### config.mk
export PLATFORM = sky130hd
export DESIGN_NAME = tif_flags
export DESIGN_NICKNAME = d
export VERILOG_FILES = /design/src/verilog/tif_pkg.sv /design/src/verilog/tif_compare.sv /design/src/verilog/tif_flags.sv
export SDC_FILE = /design/constraint.sdc
export NUM_CORES = 1
export LEC_CHECK = 0
export ABC_AREA = 1
export BUFFER_PORTS_ARGS = -buffer_cell sky130_fd_sc_hd__buf_2
export CORE_AREA = 8 8 257 259
export CTS_BUF_LIST = sky130_fd_sc_hd__clkbuf_8
export DETAILED_ROUTE_END_ITERATION = 12
export DIE_AREA = 0 0 265 267
export RECOVER_POWER = 25
export SLEW_MARGIN = 5
export SYNTH_ARGS = -nofsm -noshare
export SYNTH_HDL_FRONTEND = slang
export SYNTH_HIERARCHICAL = 1
export SYNTH_SLANG_ARGS = --single-unit
### constraint.sdc
create_clock -name mclk -period 2.5 [get_ports mclk]
set_clock_uncertainty 0.15 [all_clocks]
set_input_delay 0.375 -clock mclk [delete_from_list [all_inputs] [get_ports mclk]]
set_output_delay 0.375 -clock mclk [all_outputs]
set_load 0.02 [all_outputs]
### src/verilog/tif_pkg.sv
package tif_pkg;
  // Channel count and per-channel source layout.
  localparam int NUM_CH = 6;
  localparam int NUM_GR = 4;
  localparam int CNT_W = 16;
  localparam int DATA_W = 32;
  localparam int ADDR_W = 4;

  // Register indices; byte address is four times the index.
  localparam logic [ADDR_W-1:0] REG_STATUS = 4'h0;
  localparam logic [ADDR_W-1:0] REG_ENABLE = 4'h1;
  localparam logic [ADDR_W-1:0] REG_IRQ = 4'h2;
  localparam logic [ADDR_W-1:0] REG_LEVEL = 4'h3;
  localparam logic [ADDR_W-1:0] REG_PINS = 4'h4;
  localparam logic [ADDR_W-1:0] REG_TRIG = 4'h5;

  // Per-channel 8-bit field: bits 0..3 capture/compare A..D, 4 overflow, 5 underflow.
  // Enable field adds bit 7 for the converter trigger enable.
  localparam int FLD_W = 8;
  localparam int BIT_OVF = 4;
  localparam int BIT_UDF = 5;
  localparam int BIT_TRG = 7;
  localparam logic [FLD_W-1:0] RESET_FIELD = 8'h00;

  // Source masks: channels 0 and 3 have A..D and overflow, others A, B, both.
  localparam logic [FLD_W-1:0] MASK_FULL = 8'h1f;
  localparam logic [FLD_W-1:0] MASK_PAIR = 8'h33;
  localparam logic [FLD_W-1:0] MASK_EN_FULL = 8'h9f;
  localparam logic [FLD_W-1:0] MASK_EN_PAIR = 8'hb3;

  // Events from the counting logic of one channel.
  typedef struct packed {
    logic [NUM_GR-1:0] capture; // Input capture strobes A..D.
    logic tick;                 // Counter input clock pulse.
    logic overflow;             // Counter overflow.
    logic underflow;            // Counter underflow.
    logic clear;                // Counter clear in this cycle.
  } tif_event_type;

  // Per-channel outputs toward the interrupt controller.
  typedef struct packed {
    logic [NUM_GR-1:0] cc_irq;
    logic ovf_irq;
    logic udf_irq;
  } tif_irq_type;
endpackage

### src/verilog/tif_compare.sv
`timescale 1ns/1ns
`default_nettype none
// Compare match for one general register, with pin level on match.
module tif_compare (
  input wire logic mclk, // Clock.
  input wire logic reset, // Synchronous reset.
  input wire logic clk_en, // Clock enable.
  input wire logic [tif_pkg::CNT_W-1:0] count, // Channel counter value.
  input wire logic [tif_pkg::CNT_W-1:0] general_register, // Compare value.
  input wire logic tick, // Counter input clock pulse.
  input wire logic out_level, // Level to drive on match.
  output logic match, // Compare match strobe.
  output logic pin_out // Output compare pin.
);
  logic armed;

  // Last matched state
  // The match fires while the counter still equals the register and is about
  // to be updated by the tick; that is the last state of the equality.
  // One match per tick
  assign match = armed && tick && (count == general_register);

  // After a match the comparator waits for the next counter clock pulse.
  always_ff @(posedge mclk) begin
    if (reset) begin
      armed <= 1'b1;
    end else if (clk_en) begin
      if (match) begin
        armed <= 1'b0;
      end else if (tick) begin
        armed <= 1'b1;
      end
    end
  end

  always_ff @(posedge mclk) begin
    if (reset) begin
      pin_out <= 1'b0;
    end else if (clk_en && match) begin
      pin_out <= out_level;
    end
  end
endmodule
`default_nettype wire

### src/verilog/tif_flags.sv
`timescale 1ns/1ns
`default_nettype none
module tif_flags (
  input wire logic mclk, // Clock, 25 MHz.
  input wire logic reset, // Synchronous reset, active high.
  input wire logic clk_en, // Clock enable; low freezes all state.
  input wire logic [tif_pkg::ADDR_W-1:0] avs_address, // Word index.
  input wire logic avs_read, // Read request.
  input wire logic avs_write, // Write request.
  input wire logic [tif_pkg::DATA_W-1:0] avs_writedata, // Write data.
  input wire logic [3:0] avs_byteenable, // Byte lanes.
  output logic [tif_pkg::DATA_W-1:0] avs_readdata, // Read data, registered.
  output logic avs_waitrequest, // Wait request.
  input wire tif_pkg::tif_event_type [tif_pkg::NUM_CH-1:0] events, // Counter events.
  input wire logic [tif_pkg::NUM_CH*tif_pkg::NUM_GR*tif_pkg::CNT_W-1:0] gr_values, // Registers.
  input wire logic [tif_pkg::NUM_CH*tif_pkg::CNT_W-1:0] counts, // Channel counters.
  output tif_pkg::tif_irq_type [tif_pkg::NUM_CH-1:0] irqs, // Interrupt requests.
  output logic [tif_pkg::NUM_CH-1:0] adc_start, // Conversion start pulses.
  output logic [tif_pkg::NUM_CH*tif_pkg::NUM_GR-1:0] compare_pins // Compare pins.
);
  localparam int NFLAT = tif_pkg::NUM_CH * tif_pkg::FLD_W;

  logic [NFLAT-1:0] flag_status_reg;
  logic [NFLAT-1:0] interrupt_enable_reg;
  logic [NFLAT-1:0] read_as_one;
  logic [tif_pkg::NUM_CH*tif_pkg::NUM_GR-1:0] io_control_reg;
  logic [tif_pkg::NUM_CH*tif_pkg::NUM_GR-1:0] match;
  logic [NFLAT-1:0] set_ev;
  logic [NFLAT-1:0] src_mask;
  logic [NFLAT-1:0] en_mask;
  logic [NFLAT-1:0] wr_mask;
  logic [NFLAT-1:0] wr_data;
  logic [NFLAT-1:0] next_flags;
  logic [tif_pkg::NUM_CH-1:0] chan_a_set;
  logic ack;
  logic wr_status;
  logic wr_enable;
  logic wr_level;
  logic rd_status;

  // Answer in the cycle after the request; one wait cycle keeps read data registered.
  always_ff @(posedge mclk) begin
    if (reset) begin
      ack <= 1'b0;
    end else if (clk_en) begin
      ack <= (avs_read || avs_write) && !ack;
    end
  end
  assign avs_waitrequest = (avs_read || avs_write) && !ack;

  // Status and enable decode ignore bit 3, so the mirrored upper word reaches channels 4 and 5.
  // The read-as-one record is taken at the edge that loads read data, so it matches what was read.
  assign wr_status = clk_en && ack && avs_write
    && (avs_address[2:0] == tif_pkg::REG_STATUS[2:0]);
  assign wr_enable = clk_en && ack && avs_write
    && (avs_address[2:0] == tif_pkg::REG_ENABLE[2:0]);
  assign wr_level = clk_en && ack && avs_write && (avs_address == tif_pkg::REG_LEVEL);
  assign rd_status = clk_en && !ack && avs_read
    && (avs_address[2:0] == tif_pkg::REG_STATUS[2:0]);

  // Byte lanes cover the low 32 bits; channels 4 and 5 sit in a wider field.
  // Both status and enable span 48 bits, so the upper channels use the low
  // lanes of a mirrored word at index plus eight.
  genvar ch;
  generate
    for (ch = 0; ch < tif_pkg::NUM_CH; ch = ch + 1) begin : g_ch
      localparam bit FULL = (ch == 0) || (ch == 3);
      localparam int LO = ch * tif_pkg::FLD_W;
      localparam int LANE = ch % 4;
      logic hi_sel;
      logic lane_ok;
      assign src_mask[LO +: tif_pkg::FLD_W] = FULL ? tif_pkg::MASK_FULL : tif_pkg::MASK_PAIR;
      assign en_mask[LO +: tif_pkg::FLD_W] = FULL ? tif_pkg::MASK_EN_FULL : tif_pkg::MASK_EN_PAIR;
      assign hi_sel = (ch >= 4);
      assign lane_ok = avs_byteenable[LANE] && (avs_address[3] == hi_sel);
      assign wr_mask[LO +: tif_pkg::FLD_W] = {tif_pkg::FLD_W{lane_ok}};
      assign wr_data[LO +: tif_pkg::FLD_W] = avs_writedata[LANE*8 +: 8];

      assign set_ev[LO +: tif_pkg::FLD_W] = {2'b00,
        events[ch].underflow && !events[ch].clear,
        events[ch].overflow && !events[ch].clear,
        match[ch*4 +: 4] | events[ch].capture} & src_mask[LO +: tif_pkg::FLD_W];

      assign irqs[ch].cc_irq = flag_status_reg[LO +: 4] & interrupt_enable_reg[LO +: 4];
      assign irqs[ch].ovf_irq = flag_status_reg[LO + tif_pkg::BIT_OVF]
        && interrupt_enable_reg[LO + tif_pkg::BIT_OVF];
      assign irqs[ch].udf_irq = flag_status_reg[LO + tif_pkg::BIT_UDF]
        && interrupt_enable_reg[LO + tif_pkg::BIT_UDF];

      assign chan_a_set[ch] = set_ev[LO] && !flag_status_reg[LO];
      always_ff @(posedge mclk) begin
        if (reset) begin
          adc_start[ch] <= 1'b0;
        end else if (clk_en) begin
          adc_start[ch] <= chan_a_set[ch] && interrupt_enable_reg[LO + tif_pkg::BIT_TRG];
        end
      end

      for (genvar g = 0; g < tif_pkg::NUM_GR; g = g + 1) begin : g_gr
        localparam int K = ch * tif_pkg::NUM_GR + g;
        if (FULL || g < 2) begin : g_on
          tif_compare u_cmp (
            .mclk(mclk),
            .reset(reset),
            .clk_en(clk_en),
            .count(counts[ch*tif_pkg::CNT_W +: tif_pkg::CNT_W]),
            .general_register(gr_values[K*tif_pkg::CNT_W +: tif_pkg::CNT_W]),
            .tick(events[ch].tick),
            .out_level(io_control_reg[K]),
            .match(match[K]),
            .pin_out(compare_pins[K])
          );
        end else begin : g_off
          assign match[K] = 1'b0;
          assign compare_pins[K] = 1'b0;
        end
      end
    end
  endgenerate

  always_comb begin
    next_flags = flag_status_reg;
    if (wr_status) begin
      next_flags = flag_status_reg & ~(wr_mask & ~wr_data & read_as_one);
    end
    next_flags = (next_flags | set_ev) & src_mask;
  end

  // Status flags; a set in the clearing cycle wins.
  always_ff @(posedge mclk) begin
    if (reset) begin
      flag_status_reg <= {tif_pkg::NUM_CH{tif_pkg::RESET_FIELD}};
    end else if (clk_en) begin
      flag_status_reg <= next_flags;
    end
  end

  // Remember which flags were seen as one; a clear attempt consumes them.
  always_ff @(posedge mclk) begin
    if (reset) begin
      read_as_one <= {tif_pkg::NUM_CH{tif_pkg::RESET_FIELD}};
    end else if (clk_en) begin
      if (rd_status) begin
        read_as_one <= read_as_one | (flag_status_reg & wr_mask_rd(avs_address[3]));
      end else if (wr_status) begin
        read_as_one <= read_as_one & ~(wr_mask & ~wr_data);
      end
    end
  end

  // Lane selection for reads: low word holds channels 0..3, high word 4..5.
  function automatic logic [NFLAT-1:0] wr_mask_rd(input logic hi);
    logic [NFLAT-1:0] m;
    m = '0;
    for (int i = 0; i < tif_pkg::NUM_CH; i++) begin
      m[i*tif_pkg::FLD_W +: tif_pkg::FLD_W] = {tif_pkg::FLD_W{(i >= 4) == hi}};
    end
    return m;
  endfunction

  always_ff @(posedge mclk) begin
    if (reset) begin
      interrupt_enable_reg <= {tif_pkg::NUM_CH{tif_pkg::RESET_FIELD}};
    end else if (wr_enable) begin
      interrupt_enable_reg <= ((interrupt_enable_reg & ~wr_mask) | (wr_data & wr_mask)) & en_mask;
    end
  end

  // Output levels for the compare pins, one bit per general register.
  always_ff @(posedge mclk) begin
    if (reset) begin
      io_control_reg <= '0;
    end else if (wr_level) begin
      io_control_reg <= avs_writedata[tif_pkg::NUM_CH*tif_pkg::NUM_GR-1:0];
    end
  end

  // Registered read data; unmapped indices read as zero.
  always_ff @(posedge mclk) begin
    if (reset) begin
      avs_readdata <= '0;
    end else if (clk_en && avs_read && !ack) begin
      unique case (avs_address[2:0])
        tif_pkg::REG_STATUS[2:0]: avs_readdata <= avs_address[3] ?
          {16'h0000, flag_status_reg[NFLAT-1:32]} : flag_status_reg[31:0];
        tif_pkg::REG_ENABLE[2:0]: avs_readdata <= avs_address[3] ?
          {16'h0000, interrupt_enable_reg[NFLAT-1:32]} : interrupt_enable_reg[31:0];
        tif_pkg::REG_IRQ[2:0]: avs_readdata <= avs_address[3] ?
          {20'h00000, irqs[5:4]} : {8'h00, irqs[3:0]};
        tif_pkg::REG_LEVEL[2:0]: avs_readdata <= avs_address[3] ? '0 : {8'h00, io_control_reg};
        tif_pkg::REG_PINS[2:0]: avs_readdata <= avs_address[3] ? '0 : {8'h00, compare_pins};
        tif_pkg::REG_TRIG[2:0]: avs_readdata <= avs_address[3] ? '0 : {26'h0000000, adc_start};
        default: avs_readdata <= '0;
      endcase
    end
  end
endmodule
`default_nettype wire

==> run metrics, run 1 <==
die footprint approximately 71,000 um2; routability congestion estimate ~0.94; total negative slack 0 ps; total congestion overflow 0; max-cap violations 0; Finished Core Util 32.9%; Mapped Avg Cell Area approximately 5.2 um2; Fin. Hold Viols 0; vias in the first global route roughly 19k; Final min period around 2200 ps; Worst path top cell family by delay simple AND/OR/NAND/NOR gates; Sequential cell area 3540 um2; drt pass-1 iters 5; initial core utilization 26.2%; HP Class input pin to register; Post CTS Setup Buffer Count 0; Critical Path Max Stage Delay between 500 and 600 ps; Max Freq 0.448 GHz; Max-slew headroom ~38%; Crit Path Category input pin to register; sequential fraction of the synthesis area between 20% and 30%; Max Root-Sink Buffers 2; worst path cell trace dlygate4sd3_1 > clkbuf_1 > nand3_1 > nor2_1 > nand2_1 > nor2_2 > and3_4 > or2_2 > nand2_1 > or3b_2 > a21oi_1; Pwr Density between 300 and 400 nW/um2; Residual DRC 0; Num CTS Buffers 17; RSZ-0062 raised after global routing no; CP Capture Type register; post-synthesis xor/xnor area fraction less than 1%; YS warnings 6; initial DRC count about 1.7k; area of the multi-input gates approximately 9900 um2; final slew viol count 0; DRT antenna net count 0; latest clock arrival within the worst-skew pair between 500 and 600 ps; share of layout cells above drive strength 1 between 15 and 20%; FP Rows 92; share of the synthesized area in the top cell type 28.1%; Worst-Margin Slew between 900 and 1000 ps; cell accounting for the most synthesized area nand2_1; top-count cell post-synth nand2_1; largest net degree at the start of global routing 70; Die Span X about 270 um; Buf+Inv Stages, Crit Path 2; Synth top cells by count nand2_1 (1,218), inv_1 (627), nor2_1 (427); Seq cells post-synth approximately 180; first-pass GRT wire length roughly 110 mm; Main synth FF type dfxtp_1; GRT Util Overall 20.9%; post-synthesis mux area share 0%; Root Driver clkbuf_8; status completed; clock sink count 177; critical path arrival approximately 2500 ps; via count 20.2k; H-Tree Depth 4; largest family of logic cells by synthesized area simple AND/OR/NAND/NOR gates; number of synthesized flops with an enable pin 0; post-DP HPWL 64.4 mm; num ports 672; Core Footprint slightly above 60,000 um2; CTS tree yes; drt wl/cell between 15 and 20 um; Fillers 7,236; final instance area between 20,000 and 25,000 um2; top cells by area, synth nand2_1 (28%), dfxtp_1 (22%), inv_1 (14%); initial antenna violation count 20; Netlist Area Pre-Place roughly 16,000 um2; placed inst area slightly below 20,000 um2; Cells after Synth 3,127; Die Height between 200 and 300 um; Post-Synth Adder-Cell Area 0%; leak pwr between 0.01 and 0.015 uW; Post-layout nets approximately 4.2k; post-CTS sizing 0; final WL between 70 and 80 mm; Synth async-reset ratio 0%; Setup Viol. Count Final 0; VDD IR-drop max approximately 0.32 mV; fin crit share between 80% and 90%; Post-Synth Simple-Gate Area between 40% and 50%; CP max stage cell dlygate4sd3_1; crit path launch type input pin; Vias/cell around 4.5; Synth Area in Compound Gates between 10% and 20%; Worst EP required between 2000 and 3000 ps; Syn-to-layout area delta 25.6%; Port Buf Inserts 511; most frequent CP cell nand2_1; Reg clk slew, reported paths ~110 ps; post-synth cell types 42; CP max FO 6
==> timing repair <==
item | in CTS | in global routing
hold buffers | 29 | 0
endpoints found under the hold margin | 28 | 0
endpoints found under the setup margin | 0 | 0
==> layout by cell type, fill, tap and decap left out, types with 15 or more instances in the layout <==
master	netlist	routed
nand3_1	83	83
o21bai_1	15	15
dlygate4sd3_1	0	29
clkbuf_1	19	20
buf_2	23	492
nand2_1	1218	1218
o211a_1	16	16
o211ai_1	26	26
nand4_1	68	68
o21ai_1	21	21
o21ai_2	16	16
clkbuf_8	0	17
buf_4	25	28
a221oi_1	26	26
a21oi_1	123	123
conb_1	1	20
dfxtp_1	177	177
nand3b_1	18	18
inv_1	627	627
inv_2	21	20
xnor2_1	16	16
o21ai_0	89	89
nor2_1	427	438
==> through the flow <==
step,hold slack (ps),instances,worst slack (ps),power [uW]
6_report,31.6,4490,269,7110
5_1_grt,30.3,4489,153,7580
4_1_cts,2.23,4481,394,7200
3_5_place_dp,302,4420,253,5030
3_3_place_gp,298,4420,261,5030
2_1_floorplan,275,3146,653,4100
==> worst reg2reg max path: stages, from the launching register on <==
cell and delay, ps:
dfxtp_1 410, nand3_4 200, nor2_8 240, clkbuf_1 730
nand3_1 180, nand2_1 110, a21oi_1 60
==> kinds of logic after synthesis <==
logic type,count (synthesis)
DFF,177
other,1
xor gates and xnor gates,16
AOI/OAI and AO/OA,339
and+or+nand+nor,1873
buffers and inverters,721
==> where the power goes <==
group	leakage, uW	switching, uW	internal (uW)
Clock	0.000201	1340	755
Combinational	0.0107	1340	762
Sequential	0.00143	44.5	2870
Total	0.0123	2730	4390
==> final timing paths <==
check                                        from                          endpoint  slack [ps]  cells past startpoint
setup / recovery                       events[35]         adc_start[4]$_SDFFE_PP0P_         270                     11
hold / removal                         events[17]  flag_status_reg[21]$_SDFFE_PP0P_          30                      3
setup reg to reg                 ack$_SDFFE_PP0P_   flag_status_reg[1]$_SDFFE_PP0P_         310                      6
hold reg to reg   io_control_reg[18]$_SDFFE_PP0P_     avs_readdata[18]$_SDFFE_PP0P_         320                      2
==> metal layers <==
layer,vias to the layer above,part of all wire (%),global-route usage (%)
li1,10500,-,-
met1,8831,44,26.6
met2,680,45,33.9
met3,100,8.9,6.51
met4,20,2.2,5.43
met5,-,0.16,0
==> final cells by class <==
type / count / share of cell area (%)
antenna: 9 / 0.110
clock buffer: 17 / 1.14
clock inverter: 15 / 0.778
inverter: 651 / 12.0
multi-input combinational: 2248 / 48.4
sequential: 177 / 17.3
tap: 799 / 4.89
timing repair buffer: 574 / 15.4
Note: power is estimated with default switching activity, not from simulation.
==> run 2: changes to the inputs <==
- CTS_CLUSTER_DIAMETER: unset -> 100
- GPL_ROUTABILITY_DRIVEN: unset -> 0
- clock period: 2.5 -> 2.45 ns (I/O delays scaled with it)
==> run 2 against run 1 <==
Register-to-register slack lost 80 ps. Non-clock buffer count grew 9. Routed wire length shrank 1.1%. Critical path type is now register to register. Global-route usage shrank 0.28 points. Cell count grew 0.18%. Sequential power grew 2%. Highest routed layer unchanged. Critical path depth shrank 7. Hold slack lost 18 ps.
==> run metrics, run 2 (same netlist as run 1, synthesis figures left out) <==
first-pass GRT wire length 112 mm (was 113 mm); Die Span X 265 um (unchanged); Worst-Margin Slew 978 ps (was 930 ps); total congestion overflow 0 (unchanged); Syn-to-layout area delta 26.1% (was 25.6%); Finished Layout Cells 4,498 (was 4,490); FP Rows 92 (unchanged); GR peak layer met2 (unchanged); Reg clk slew, reported paths 110 ps (about the same); most frequent cells in the layout nand2_1 (1,218), inv_1 (627), buf_2 (492), nor2_1 (430), dfxtp_1 (177) (was nand2_1 (1,218), inv_1 (627), buf_2 (492), nor2_1 (438), dfxtp_1 (177)); placed inst area 19,900 um2 (was 19,800 um2); Max Freq around 0.45 GHz; internal reg-to-reg setup slack 230 ps (was 310 ps); Final min period ~2200 ps; global routing usage on met3 7.01% (was 6.51%); Core Footprint 62,200 um2 (unchanged); most common library cell in the layout ignoring fill and taps nand2_1 (unchanged); drt wl/cell 16.9 um (was 17.1 um); Post-layout nets 4,251 (was 4,242); initial DRC count 1,451 (was 1,710); final instance area 20,500 um2 (was 20,400 um2); WHS 13.7 ps (was 31.6 ps); die footprint 70,800 um2 (unchanged); VDD IR-drop max 0.360 mV (was 0.317 mV); critical path arrival 2480 ps (was 2540 ps); clock sink count 177 (unchanged); Residual DRC 0 (unchanged); Reg2Reg Launch Point ack$_SDFFE_PP0P_ (unchanged); max-cap violations 0 (unchanged); Max-slew headroom 34.8% (was 38.0%); Die Height 267 um (unchanged); dpl ws 210 ps (was 253 ps); initial antenna violation count 20 (unchanged); via count 20.1k (was 20.2k); initial core utilization 26.2% (unchanged); HP Class input pin to register (unchanged); fin crit share between 90% and 100%; grt met2 use 33.5% (was 33.9%); worst r2r path cells 4 (was 6); CTS tree yes (unchanged); final slew viol count 0 (unchanged); Fillers 7,163 (was 7,236); CP Capture Type register (unchanged); largest net degree at the start of global routing 91 (was 70); latest clock arrival within the worst-skew pair 520 ps (about the same); Port Buf Inserts 511 (unchanged); crit path launch type register (was input pin); Root Driver clkbuf_8 (unchanged); Num CTS Buffers 17 (unchanged); Setup Viol. Count Final 0 (unchanged); DRT antenna net count 0 (unchanged); placed cell count 4,426 (was 4,420); Vias/cell 4.48 (was 4.49); post-DP HPWL 63.4 mm (was 64.4 mm); Worst EP required 2720 ps (was 2810 ps); Pwr Density 352 nW/um2 (was 348 nW/um2); final WL 76.1 mm (was 77.0 mm); status completed (unchanged); final setup margin 233 ps (was 269 ps); leak pwr 0.0123 uW (about the same); CP Launch Point ack$_SDFFE_PP0P_ (was events[35]); share of layout cells above drive strength 1 17.5% (was 17.1%); Fin. Hold Viols 0 (unchanged); vias in the first global route 19.1k (was 19.0k); total negative slack 0 ps (unchanged); num ports 672 (unchanged); met1 usage 25.8% (was 26.6%); Post CTS Setup Buffer Count 0 (unchanged); RSZ-0062 raised after global routing no (unchanged); Max Root-Sink Buffers 2 (unchanged); H-Tree Depth 4 (unchanged); drt pass-1 iters 6 (was 5); CP max FO 14 (was 6); Crit Path Category register to register (was input pin to register); GRT Util Overall 20.6% (was 20.9%)
run 2: changes by cell type in the layout (fill, tap and decap cells not counted), moves of 2 or more:
cell and delta:
and3_1 -5, and3_4 +5, buf_4 +4, clkbuf_2 +2
clkinvlp_4 +2, dlygate4sd3_1 +3, inv_8 -2, nor2_1 -8
nor2_2 +9, o21ai_0 +2, o21ai_2 -2
run 2: worst max-delay path, stage by stage (launching register included):
cell and delay, ps:
dfxtp_1 400, nand3_4 180, nor2_2 630, nand2_1 430, a221oi_1 340
run 2: layout make-up:
| class | instances | area, um2 | area share (%) |
|---|---|---|---|
| flip-flops and latches | 177 | 3540 | 17.3 |
| inverters | 651 | 2440 | 11.9 |
| clock buffers | 17 | 234 | 1.14 |
| clock inverters | 15 | 144 | 0.702 |
| multi-input cells | 2248 | 9920 | 48.4 |
| repair buffers | 583 | 3200 | 15.6 |
| well taps | 799 | 1000 | 4.88 |
| diodes | 8 | 20.0 | 0.0976 |
run 2: metal layers:
metal	vias up	share of wire, %
met2	724	45
li1	10600	-
met4	18	2.4
met5	-	0.15
met3	110	9.7
met1	8725	43
run 2: worst min-delay path by stage:
| stage | to | start | depth (start not counted) | slack, ps |
|---|---|---|---|---|
| floorplan | io_control_reg[22]$_SDFFE_PP0P_ | io_control_reg[22]$_SDFFE_PP0P_ | 2 | 280 |
| global placement | avs_readdata[10]$_SDFFE_PP0P_ | io_control_reg[10]$_SDFFE_PP0P_ | 2 | 300 |
| detailed placement | avs_readdata[10]$_SDFFE_PP0P_ | avs_readdata[10]$_SDFFE_PP0P_ | 2 | 300 |
| CTS | g_ch[2].g_gr[0].g_on.u_cmp/armed$_SDFFE_PP1P_ | events[19] | 3 | 3 |
| global route | flag_status_reg[44]$_SDFFE_PP0P_ | events[40] | 4 | 20 |
| finish | flag_status_reg[44]$_SDFFE_PP0P_ | events[40] | 4 | 10 |
run 2: through the flow:
| stage | utilization [%] | power, uW |
|---|---|---|
| 6_report | 33.0 | 7220 |
| 5_1_grt | 33.0 | 7700 |
| 4_1_cts | 33.1 | 7320 |
| 3_5_place_dp | 32.0 | 5130 |
| 3_3_place_gp | 32.0 | 5110 |
| 2_1_floorplan | - | 4180 |
run 2: timing repair:
item / in CTS / in global routing
hold buffers: 32 / 0
hold endpoints to repair: 32 / 0
resized for setup: 0 / 0
run 2: power breakdown:
part | leakage, uW | switching (uW) | internal (uW) | total [uW]
Sequential | 0.00143 | 46.9 | 2930 | 2980
Clock | 0.000187 | 1360 | 751 | 2110
Combinational | 0.0107 | 1360 | 781 | 2140
